[src/hdl/reload_timer_consts.svh]
// register map, field positions and reset values of the reload timer
`ifndef RELOAD_TIMER_CONSTS_SVH
`define RELOAD_TIMER_CONSTS_SVH

// register offsets
`define RT_ADDR_MODE   12'h040
`define RT_ADDR_CTL    12'h041
`define RT_ADDR_HI     12'hFA8
`define RT_ADDR_LO     12'hFA9

// mode register fields
`define RT_F_CSL_HI    5
`define RT_F_CSL_LO    3
`define RT_F_MOD_HI    2
`define RT_F_MOD_LO    0

// control register fields
`define RT_F_OUTPUT_PIN_ENABLE      6
`define RT_F_OUTPUT_LEVEL_SELECT      5
`define RT_F_RELOAD_SELECT      4
`define RT_F_UNDERFLOW_IRQ_ENABLE      3
`define RT_F_UF        2
`define RT_F_COUNT_ENABLE_BIT      1
`define RT_F_TRG       0

// trigger mode field bits
`define RT_M_GATE      2
`define RT_M_FALL      1
`define RT_M_RISE      0

// codes and values
`define RT_CSL_EVENT   3'h7
`define RT_CSL_RST     3'h0
`define RT_MOD_RST     3'h0
`define RT_CNT_RST     16'h0000
`define RT_CNT_ZERO    16'h0000
`define RT_CNT_WRAP    16'hFFFF
`define RT_CNT_STEP    16'h0001
`define RT_BYTE_RST    8'h00
`define RT_PRE_RST     7'h00
`define RT_PRE_STEP    7'h01
`define RT_PRE_TAPS    7

`endif

[src/hdl/reload_timer_pkg.sv]
// types shared by the reload timer
package reload_timer_pkg;

    // operation state of the down-counter
    typedef enum logic [2:0] {
        ST_IDLE = 3'b001,
        ST_WAIT = 3'b010,
        ST_RUN  = 3'b100
    } run_state_e;

endpackage

[src/hdl/reload_down_counter_timer.sv]
// single-channel 16-bit down-counting reload timer with register port
//
// Added by the designer: the strobed register port.
`timescale 1ns/1ps
`include "reload_timer_consts.svh"
module reload_down_counter_timer (
    // clock and reset
    input  wire logic        clk_in,
    input  wire logic        rst_in,
    // register port
    input  wire logic [11:0] addr_in,
    input  wire logic [7:0]  wdata_in,
    input  wire logic        wr_in,
    input  wire logic        rd_in,
    output logic      [7:0]  rdata_out,
    // timer input pin
    input  wire logic        timer_input_pin_in,
    // general-purpose port behind the output pin
    input  wire logic        gpio_out_in,
    input  wire logic        gpio_dir_in,
    // timer output pin and interrupt
    output logic             timer_output_pin_out,
    output logic             timer_output_pin_oe_n_out,
    output logic             underflow_irq_out
);

    // mode register fields
    logic [2:0]  count_clock_select_r;
    logic [2:0]  trigger_mode_select_r;
    // control register fields
    logic        output_pin_enable_r;
    logic        output_level_select_r;
    logic        reload_select_r;
    logic        underflow_irq_enable_r;
    logic        underflow_flag_r;
    logic        count_enable_bit_r;
    logic        software_start_bit_r;
    // counter, reload and read latch
    logic [15:0] count_r;
    logic [15:0] reload_r;
    logic [7:0]  reload_hi_buf_r;
    logic [7:0]  count_lo_latch_r;
    // prescaler and pin state
    logic [6:0]  prescale_r;
    logic [7:0]  tap_tick;
    logic        ti_prev_r;
    logic        toggle_r;
    logic        timer_level_nxt;
    logic [7:0]  rdata_r;
    reload_timer_pkg::run_state_e state_r;
    reload_timer_pkg::run_state_e state_nxt;

    // decoded strobes and count qualifiers
    logic        wr_mode, wr_ctl, wr_hi, wr_lo, count_enable_bit_nxt;
    logic        event_mode, gate_mode, ext_trig_mode;
    logic        rise, fall, edge_hit, gate_on;
    logic        sw_start, start_evt, tick, count_ok;
    logic        uf_evt, dec_evt, running;

    // register address decode
    assign wr_mode = wr_in && (addr_in == `RT_ADDR_MODE);
    assign wr_ctl  = wr_in && (addr_in == `RT_ADDR_CTL);
    assign wr_hi   = wr_in && (addr_in == `RT_ADDR_HI);
    assign wr_lo   = wr_in && (addr_in == `RT_ADDR_LO);
    assign count_enable_bit_nxt = wr_ctl ? wdata_in[`RT_F_COUNT_ENABLE_BIT] : count_enable_bit_r;

    // clock and trigger mode decode
    assign event_mode    = (count_clock_select_r == `RT_CSL_EVENT);
    assign gate_mode     = !event_mode && trigger_mode_select_r[`RT_M_GATE];
    assign ext_trig_mode = !event_mode && !trigger_mode_select_r[`RT_M_GATE]
                           && (trigger_mode_select_r[`RT_M_FALL]
                               || trigger_mode_select_r[`RT_M_RISE]);

    // input pin edge and level detection
    assign rise     = timer_input_pin_in && !ti_prev_r;
    assign fall     = !timer_input_pin_in && ti_prev_r;
    assign edge_hit = (trigger_mode_select_r[`RT_M_RISE] && rise)
                      || (trigger_mode_select_r[`RT_M_FALL] && fall);
    assign gate_on  = (timer_input_pin_in == trigger_mode_select_r[`RT_M_RISE]);

    // start conditions
    assign sw_start  = wr_ctl && wdata_in[`RT_F_TRG] && count_enable_bit_nxt
                       && !gate_mode;
    assign start_evt = count_enable_bit_nxt && (state_r != reload_timer_pkg::ST_IDLE
                                    || sw_start)
                       && (sw_start
                           || (ext_trig_mode && edge_hit)
                           || (gate_mode && gate_on
                               && state_r == reload_timer_pkg::ST_WAIT));

    // count clock source
    assign tick = event_mode ? edge_hit
                : tap_tick[count_clock_select_r];

    // count qualification
    assign running  = (state_r == reload_timer_pkg::ST_RUN);
    assign count_ok = running && tick && count_enable_bit_nxt && !start_evt
                      && !(gate_mode && !gate_on);
    assign uf_evt   = count_ok && (count_r == `RT_CNT_ZERO);
    assign dec_evt  = count_ok && (count_r != `RT_CNT_ZERO);

    // prescaler taps, tap i ticks once every 2^(i+1) cycles
    genvar gi;
    generate
        for (gi = 0; gi < 8; gi++) begin : g_tap
            if (gi < `RT_PRE_TAPS) begin : g_used
                assign tap_tick[gi] = &prescale_r[gi:0];
            end else begin : g_event
                assign tap_tick[gi] = 1'b0;
            end
        end
    endgenerate

    // free-running prescaler
    always_ff @(posedge clk_in) begin
        if (rst_in) begin
            prescale_r <= `RT_PRE_RST;
        end else begin
            prescale_r <= prescale_r + `RT_PRE_STEP;
        end
    end

    // previous input pin level
    always_ff @(posedge clk_in) begin
        if (rst_in) begin
            ti_prev_r <= 1'b0;
        end else begin
            ti_prev_r <= timer_input_pin_in;
        end
    end

    // operation state sequencing
    always_comb begin
        state_nxt = state_r;
        case (state_r)
            reload_timer_pkg::ST_IDLE: begin
                if (start_evt) begin
                    state_nxt = reload_timer_pkg::ST_RUN;
                end else if (count_enable_bit_nxt) begin
                    state_nxt = reload_timer_pkg::ST_WAIT;
                end
            end
            reload_timer_pkg::ST_WAIT: begin
                if (!count_enable_bit_nxt) begin
                    state_nxt = reload_timer_pkg::ST_IDLE;
                end else if (start_evt) begin
                    state_nxt = reload_timer_pkg::ST_RUN;
                end
            end
            reload_timer_pkg::ST_RUN: begin
                if (!count_enable_bit_nxt) begin
                    state_nxt = reload_timer_pkg::ST_IDLE;
                end else if (uf_evt && !reload_select_r) begin
                    state_nxt = reload_timer_pkg::ST_WAIT;
                end
            end
            default: begin
                state_nxt = reload_timer_pkg::ST_IDLE;
            end
        endcase
    end

    // state register
    always_ff @(posedge clk_in) begin
        if (rst_in) begin
            state_r <= reload_timer_pkg::ST_IDLE;
        end else begin
            state_r <= state_nxt;
        end
    end

    // down-counter
    always_ff @(posedge clk_in) begin
        if (rst_in) begin
            count_r <= `RT_CNT_RST;
        end else if (start_evt || (uf_evt && reload_select_r)) begin
            count_r <= reload_r;
        end else if (uf_evt) begin
            count_r <= `RT_CNT_WRAP;
        end else if (dec_evt) begin
            count_r <= count_r - `RT_CNT_STEP;
        end
    end

    // reload register, upper byte waits for lower byte
    always_ff @(posedge clk_in) begin
        if (rst_in) begin
            reload_hi_buf_r <= `RT_BYTE_RST;
            reload_r        <= `RT_CNT_RST;
        end else begin
            if (wr_hi) begin
                reload_hi_buf_r <= wdata_in;
            end
            if (wr_lo) begin
                reload_r <= {reload_hi_buf_r, wdata_in};
            end
        end
    end

    // mode register
    always_ff @(posedge clk_in) begin
        if (rst_in) begin
            count_clock_select_r  <= `RT_CSL_RST;
            trigger_mode_select_r <= `RT_MOD_RST;
        end else if (wr_mode) begin
            count_clock_select_r  <= wdata_in[`RT_F_CSL_HI:`RT_F_CSL_LO];
            trigger_mode_select_r <= wdata_in[`RT_F_MOD_HI:`RT_F_MOD_LO];
        end
    end

    // control register plain fields
    always_ff @(posedge clk_in) begin
        if (rst_in) begin
            output_pin_enable_r    <= 1'b0;
            output_level_select_r  <= 1'b0;
            reload_select_r        <= 1'b0;
            underflow_irq_enable_r <= 1'b0;
            count_enable_bit_r     <= 1'b0;
        end else if (wr_ctl) begin
            output_pin_enable_r    <= wdata_in[`RT_F_OUTPUT_PIN_ENABLE];
            output_level_select_r  <= wdata_in[`RT_F_OUTPUT_LEVEL_SELECT];
            reload_select_r        <= wdata_in[`RT_F_RELOAD_SELECT];
            underflow_irq_enable_r <= wdata_in[`RT_F_UNDERFLOW_IRQ_ENABLE];
            count_enable_bit_r     <= wdata_in[`RT_F_COUNT_ENABLE_BIT];
        end
    end

    // underflow flag, set wins over a clear
    always_ff @(posedge clk_in) begin
        if (rst_in) begin
            underflow_flag_r <= 1'b0;
        end else if (uf_evt) begin
            underflow_flag_r <= 1'b1;
        end else if (wr_ctl && !wdata_in[`RT_F_UF]) begin
            underflow_flag_r <= 1'b0;
        end
    end

    // start bit reads 1 until the first count tick
    always_ff @(posedge clk_in) begin
        if (rst_in) begin
            software_start_bit_r <= 1'b0;
        end else if (!count_enable_bit_nxt) begin
            software_start_bit_r <= 1'b0;
        end else if (sw_start) begin
            software_start_bit_r <= 1'b1;
        end else if (count_ok) begin
            software_start_bit_r <= 1'b0;
        end
    end

    // output toggle, cleared at start, inverted at underflow
    always_ff @(posedge clk_in) begin
        if (rst_in) begin
            toggle_r <= 1'b0;
        end else if (start_evt) begin
            toggle_r <= 1'b0;
        end else if (uf_evt) begin
            toggle_r <= !toggle_r;
        end
    end

    // timer output level
    assign timer_level_nxt = reload_select_r
                           ? (output_level_select_r ^ toggle_r)
                           : (output_level_select_r ^ running);

    // pin mux between timer and general-purpose port
    always_ff @(posedge clk_in) begin
        if (rst_in) begin
            timer_output_pin_out <= 1'b0;
        end else if (output_pin_enable_r) begin
            timer_output_pin_out <= timer_level_nxt;
        end else begin
            timer_output_pin_out <= gpio_out_in;
        end
    end

    // pin drive enable, low while driving
    assign timer_output_pin_oe_n_out = output_pin_enable_r ? 1'b0
                                     : !gpio_dir_in;

    // interrupt request
    assign underflow_irq_out = underflow_flag_r && underflow_irq_enable_r;

    // lower count byte frozen when the upper byte is read
    always_ff @(posedge clk_in) begin
        if (rst_in) begin
            count_lo_latch_r <= `RT_BYTE_RST;
        end else if (rd_in && addr_in == `RT_ADDR_HI) begin
            count_lo_latch_r <= count_r[7:0];
        end
    end

    // read data, valid the cycle after the strobe only
    always_ff @(posedge clk_in) begin
        if (rst_in || !rd_in) begin
            rdata_r <= `RT_BYTE_RST;
        end else begin
            case (addr_in)
                `RT_ADDR_MODE: rdata_r <= {2'b00, count_clock_select_r,
                                           trigger_mode_select_r};
                `RT_ADDR_CTL:  rdata_r <= {1'b0, output_pin_enable_r,
                                           output_level_select_r,
                                           reload_select_r,
                                           underflow_irq_enable_r,
                                           underflow_flag_r,
                                           count_enable_bit_r,
                                           software_start_bit_r};
                `RT_ADDR_HI:   rdata_r <= count_r[15:8];
                `RT_ADDR_LO:   rdata_r <= count_lo_latch_r;
                default:       rdata_r <= `RT_BYTE_RST;
            endcase
        end
    end

    assign rdata_out = rdata_r;
endmodule

[config.mk]
export PLATFORM = sky130hd
export DESIGN_NAME = reload_down_counter_timer
export DESIGN_NICKNAME = d
export VERILOG_FILES = /design/src/hdl/reload_timer_pkg.sv /design/src/hdl/reload_down_counter_timer.sv
export VERILOG_INCLUDE_DIRS = /design/src /design/src/hdl
export SDC_FILE = /design/constraint.sdc
export NUM_CORES = 1
export LEC_CHECK = 0
export BUFFER_PORTS_ARGS = -buffer_cell sky130_fd_sc_hd__buf_2
export CORE_MARGIN = 4
export CORE_UTILIZATION = 61
export CTS_BUF_LIST = sky130_fd_sc_hd__clkbuf_4 sky130_fd_sc_hd__clkbuf_8
export DETAILED_ROUTE_END_ITERATION = 8
export GPL_TIMING_DRIVEN = 0
export PLACE_DENSITY = 0.82
export SYNTH_ARGS = -nofsm -noshare
export SYNTH_HDL_FRONTEND = slang
export SYNTH_SLANG_ARGS = --single-unit
[constraint.sdc]
create_clock -name clk_in -period 2.85 [get_ports clk_in]
set_input_delay 0.57 -clock clk_in [delete_from_list [all_inputs] [get_ports clk_in]]
set_output_delay 0.57 -clock clk_in [all_outputs]
set_load 0.05 [all_outputs]
==> results.md <==
* Startpoint Class: flop
* Minimum clock period at 2.65 ns
* Clk pwr share at 0.383
* Die H at 88.3 um
* Via count at 3696
* Worst hold slack at 0.427 ns
* Crit path kind: flop to flop
* Synth Area in Adders at 0.0127
* RSZ-0062 raised after global routing: no
* Compound-cell area share of the yosys netlist at 0.198
* Vias in the first global route at approximately 3.5k
* Commonest non-fill, non-tap cell in the layout: dfxtp_1
* Required @ worst endpoint at 3.13 ns
* Final core utilization at 0.720
* # Post-CTS Setup Buffers at 0
* Post-route ant nets at 0
* DR pass1 iterations at 5
* Worst Tran Pin Value at 0.727 ns
* CTS Buf Count at 9
* Post-synth ARST share at 0
* Skew final at 0.0104 ns
* Unique cell type count in the Yosys netlist at 70
* Slowest library cell on the worst path: or3b_2
* Top Ports at 38
* Relative slew slack at 0.513
* Die ar. at 7790 um^2
* Part of the power in registers at 0.570
* WL final at 10400 um
* Site row count at 28
* Layout cell share with drive strength beyond 1 at 0.161
* DRC viols at 0
* Critical-path maximum fanout at 10
* Switching power total at roughly 0.00052 W
* Internal at approximately 0.0015 W
* Min-delay worst type: primary input to flop
* Pwr Density at 461 nW/um^2
* Simple-gate portion of the synthesized area at 0.277
* XOR/XNOR Fraction of Synth Area at 0.0201
* Tot GR Track Use at 0.284
* Run status: finished, final reports clean
* CTS tree: built
* Sw frac at 0.257
* Die span in x at 88.3 um
* Root Buffer: clkbuf_8
* Diodes inserted at 0
* Remaining Overflow, GRT at 0
* Crit-path leading delay family: simple AND/OR/NAND/NOR gates
* CP endpoint kind: flop
* FF/Latch Area at 1640 um^2
* Routability cong. at between 0.9 and 1
* Final setup viols at 0
* Final worst setup slack at between 0.2 and 0.25 ns
* Comb power frac at 0.047
* Syn avg cell area at 8.45 um^2
* Initial antenna violation count at 0
* Later-pin clock latency in the skew report at 0.37 ns
* Most frequent cells in the layout: dfxtp_1, nand2_1, nor2_1, a21oi_1, buf_2
* CP max stage delay at 0.53 ns
* Slew Limit Fails at 0
* Area of the multi-input gates at 2150 um^2
* Post-synthesis mux area share at 0.0360
* Synthesized Nets at 496
* # fillers at between 400 and 500
* Worst Path Arrival at ~3 ns
* Critical-path cell list: inv_1, ha_1, or3b_2, nor3_4, nand3_2, nor4_2, o2bb2ai_2, buf_6, nand2_1, o311ai_1
* PnR Total Power at just over 0.002 W
* Synth Register Bits at 82
* PortBufs at 34
* First-pass GRT wire length at 16900 um
* EDFF count, synth at 0
* Final period utilization at 0.929
* CTS Sinks at 82
* Clock buffer depth at 2
* Largest net degree at the start of global routing at 16
* NumNets Final at between 500 and 600
* H-tree depth at 3
* Placeable Area at 6100 um^2
* Maximum vdd drop at 0.309 mV
* Wire per inst at 17.6 um
* Final HPWL DP at 7730 um
* Starting Density at 0.645
* Total leakage power at 1.66 nW
* P&R area growth vs syn at 11.6%
* WP buf/inv at 2
* Mapped Cells at ~470
* Worst-path clk slew at 0.09 ns
* Maximum clock rate at 378 MHz
* DRT iter0 DRCs at between 400 and 500
* Cell Area, Synth at roughly 3900 um^2
* Seq/Total Area, Yosys at 0.418
* Place WS at -0.111 ns
* Maxcap violations at 0
* Predominant post-synthesis flop cell: dfxtp_1
* Via-to-Cell Ratio at 6.26
* Largest family of logic cells by synthesized area: simple AND/OR/NAND/NOR gates
* Synth warn at 0
* Fin. Hold Viols at 0
-- sequential cells by signal, summed over array words and instances (netlist names), 3 cells and up --
register / cells
reload_r: 16
prescale_r: 7
reload_hi_buf_r: 8
trigger_mode_select_r: 3
state_r: 3
count_lo_latch_r: 8
count_clock_select_r: 3
count_r: 16
rdata_out: 8
-- cell families (layout without fill, tap and decap cells) --
kind of cell / count (synthesis) / in the layout
fa+ha+maj: 4 / 4
mux: 14 / 14
buf+inv: 33 / 83
compound gates: 112 / 112
xor+xnor: 9 / 9
flops: 82 / 82
simple gates: 211 / 211
-- layer usage --
layer  share of wire  GRT usage  vias up
met5               0          0        -
met4           0.030      0.146        0
met3           0.089     0.0512       33
met2            0.45      0.440      176
met1            0.43      0.380     1726
li1                -          -     1761
-- stage by stage --
| step | instance area [um^2] | instances | setup TNS, ns |
|---|---|---|---|
| floorplan | 3930 | 465 | 0 |
| global placement | 4200 | 574 | -0.395 |
| detailed placement | 4200 | 574 | -0.733 |
| CTS | 4380 | 590 | 0 |
| global route | 4390 | 590 | 0 |
| finish | 4390 | 590 | 0 |
-- area by class of cell --
class	count	share of cell area
repair buffers	34	0.0388
clock inverters	7	0.0120
flip-flops and latches	82	0.374
clock buffers	9	0.0282
plain buffers	27	0.0302
multi-input cells	350	0.490
well taps	75	0.0214
inverters	6	0.00513
-- synthesized netlist by cell type, types with 2 or more instances --
master	n	area, um^2
a221oi_1	7	61.3
nand3b_1	3	22.5
and2_1	4	25.0
a21oi_1	49	245
a32oi_1	3	26.3
o21ai_1	3	15.0
nor3b_1	2	15.0
nor2_1	55	206
ha_1	4	50.1
xor2_1	5	43.8
nor3_2	2	20.0
clkbuf_1	17	63.8
nand2b_1	2	12.5
nor4_4	2	42.5
or4_1	2	15.0
a22oi_1	7	52.6
nor3_1	5	25.0
and3_1	9	56.3
buf_1	2	7.51
a311oi_2	2	30.0
mux2i_1	13	130
o311ai_1	3	26.3
xnor2_1	4	35.0
o21ai_0	13	65.1
o211ai_1	2	15.0
inv_1	6	22.5
buf_6	3	33.8
nor2b_1	6	37.5
dfxtp_1	82	1640
a221o_1	6	60.1
nand3_1	21	105
or3_1	4	25.0
nand2_1	73	274
buf_2	4	20.0
nor4_1	5	31.3
-- power groups by stage --
stage / registers, W / clock network [W] / logic [W]
CTS: 0.00115 / 0.000772 / 0.0000926
global route: 0.00115 / 0.000834 / 0.000103
detailed placement: 0.00118 / 0 / 0.0000920
finish: 0.00115 / 0.000775 / 0.0000946
global placement: 0.00118 / 0 / 0.0000905
floorplan: 0.00118 / 0 / 0.0000461
-- worst paths after layout --
path,cells past startpoint,from,slack (ns),to
min reg2reg,2,reload_hi_buf_r[2]$_SDFFE_PP0P_,0.46,reload_hi_buf_r[2]$_SDFFE_PP0P_
max reg2reg,10,count_r[0]$_SDFFE_PP0P_,0.20,count_r[8]$_SDFFE_PP0P_
min,3,gpio_out_in,0.43,timer_output_pin_out$_SDFF_PP0_
max,10,count_r[0]$_SDFFE_PP0P_,0.20,count_r[8]$_SDFFE_PP0P_
-- repair_timing --
| item | in CTS | in global routing |
|---|---|---|
| setup endpoints to repair | 3 | 10 |
| resized for setup | 1 | 2 |
| hold buffers | 0 | 0 |
-- worst min-delay path: cells and delay by family --
family	cells	cell delay (ns)
mux	1	0.05
buf+inv	1	0.07
simple gates	1	0.07
No activity file was read; power rests on OpenSTA's default activity.
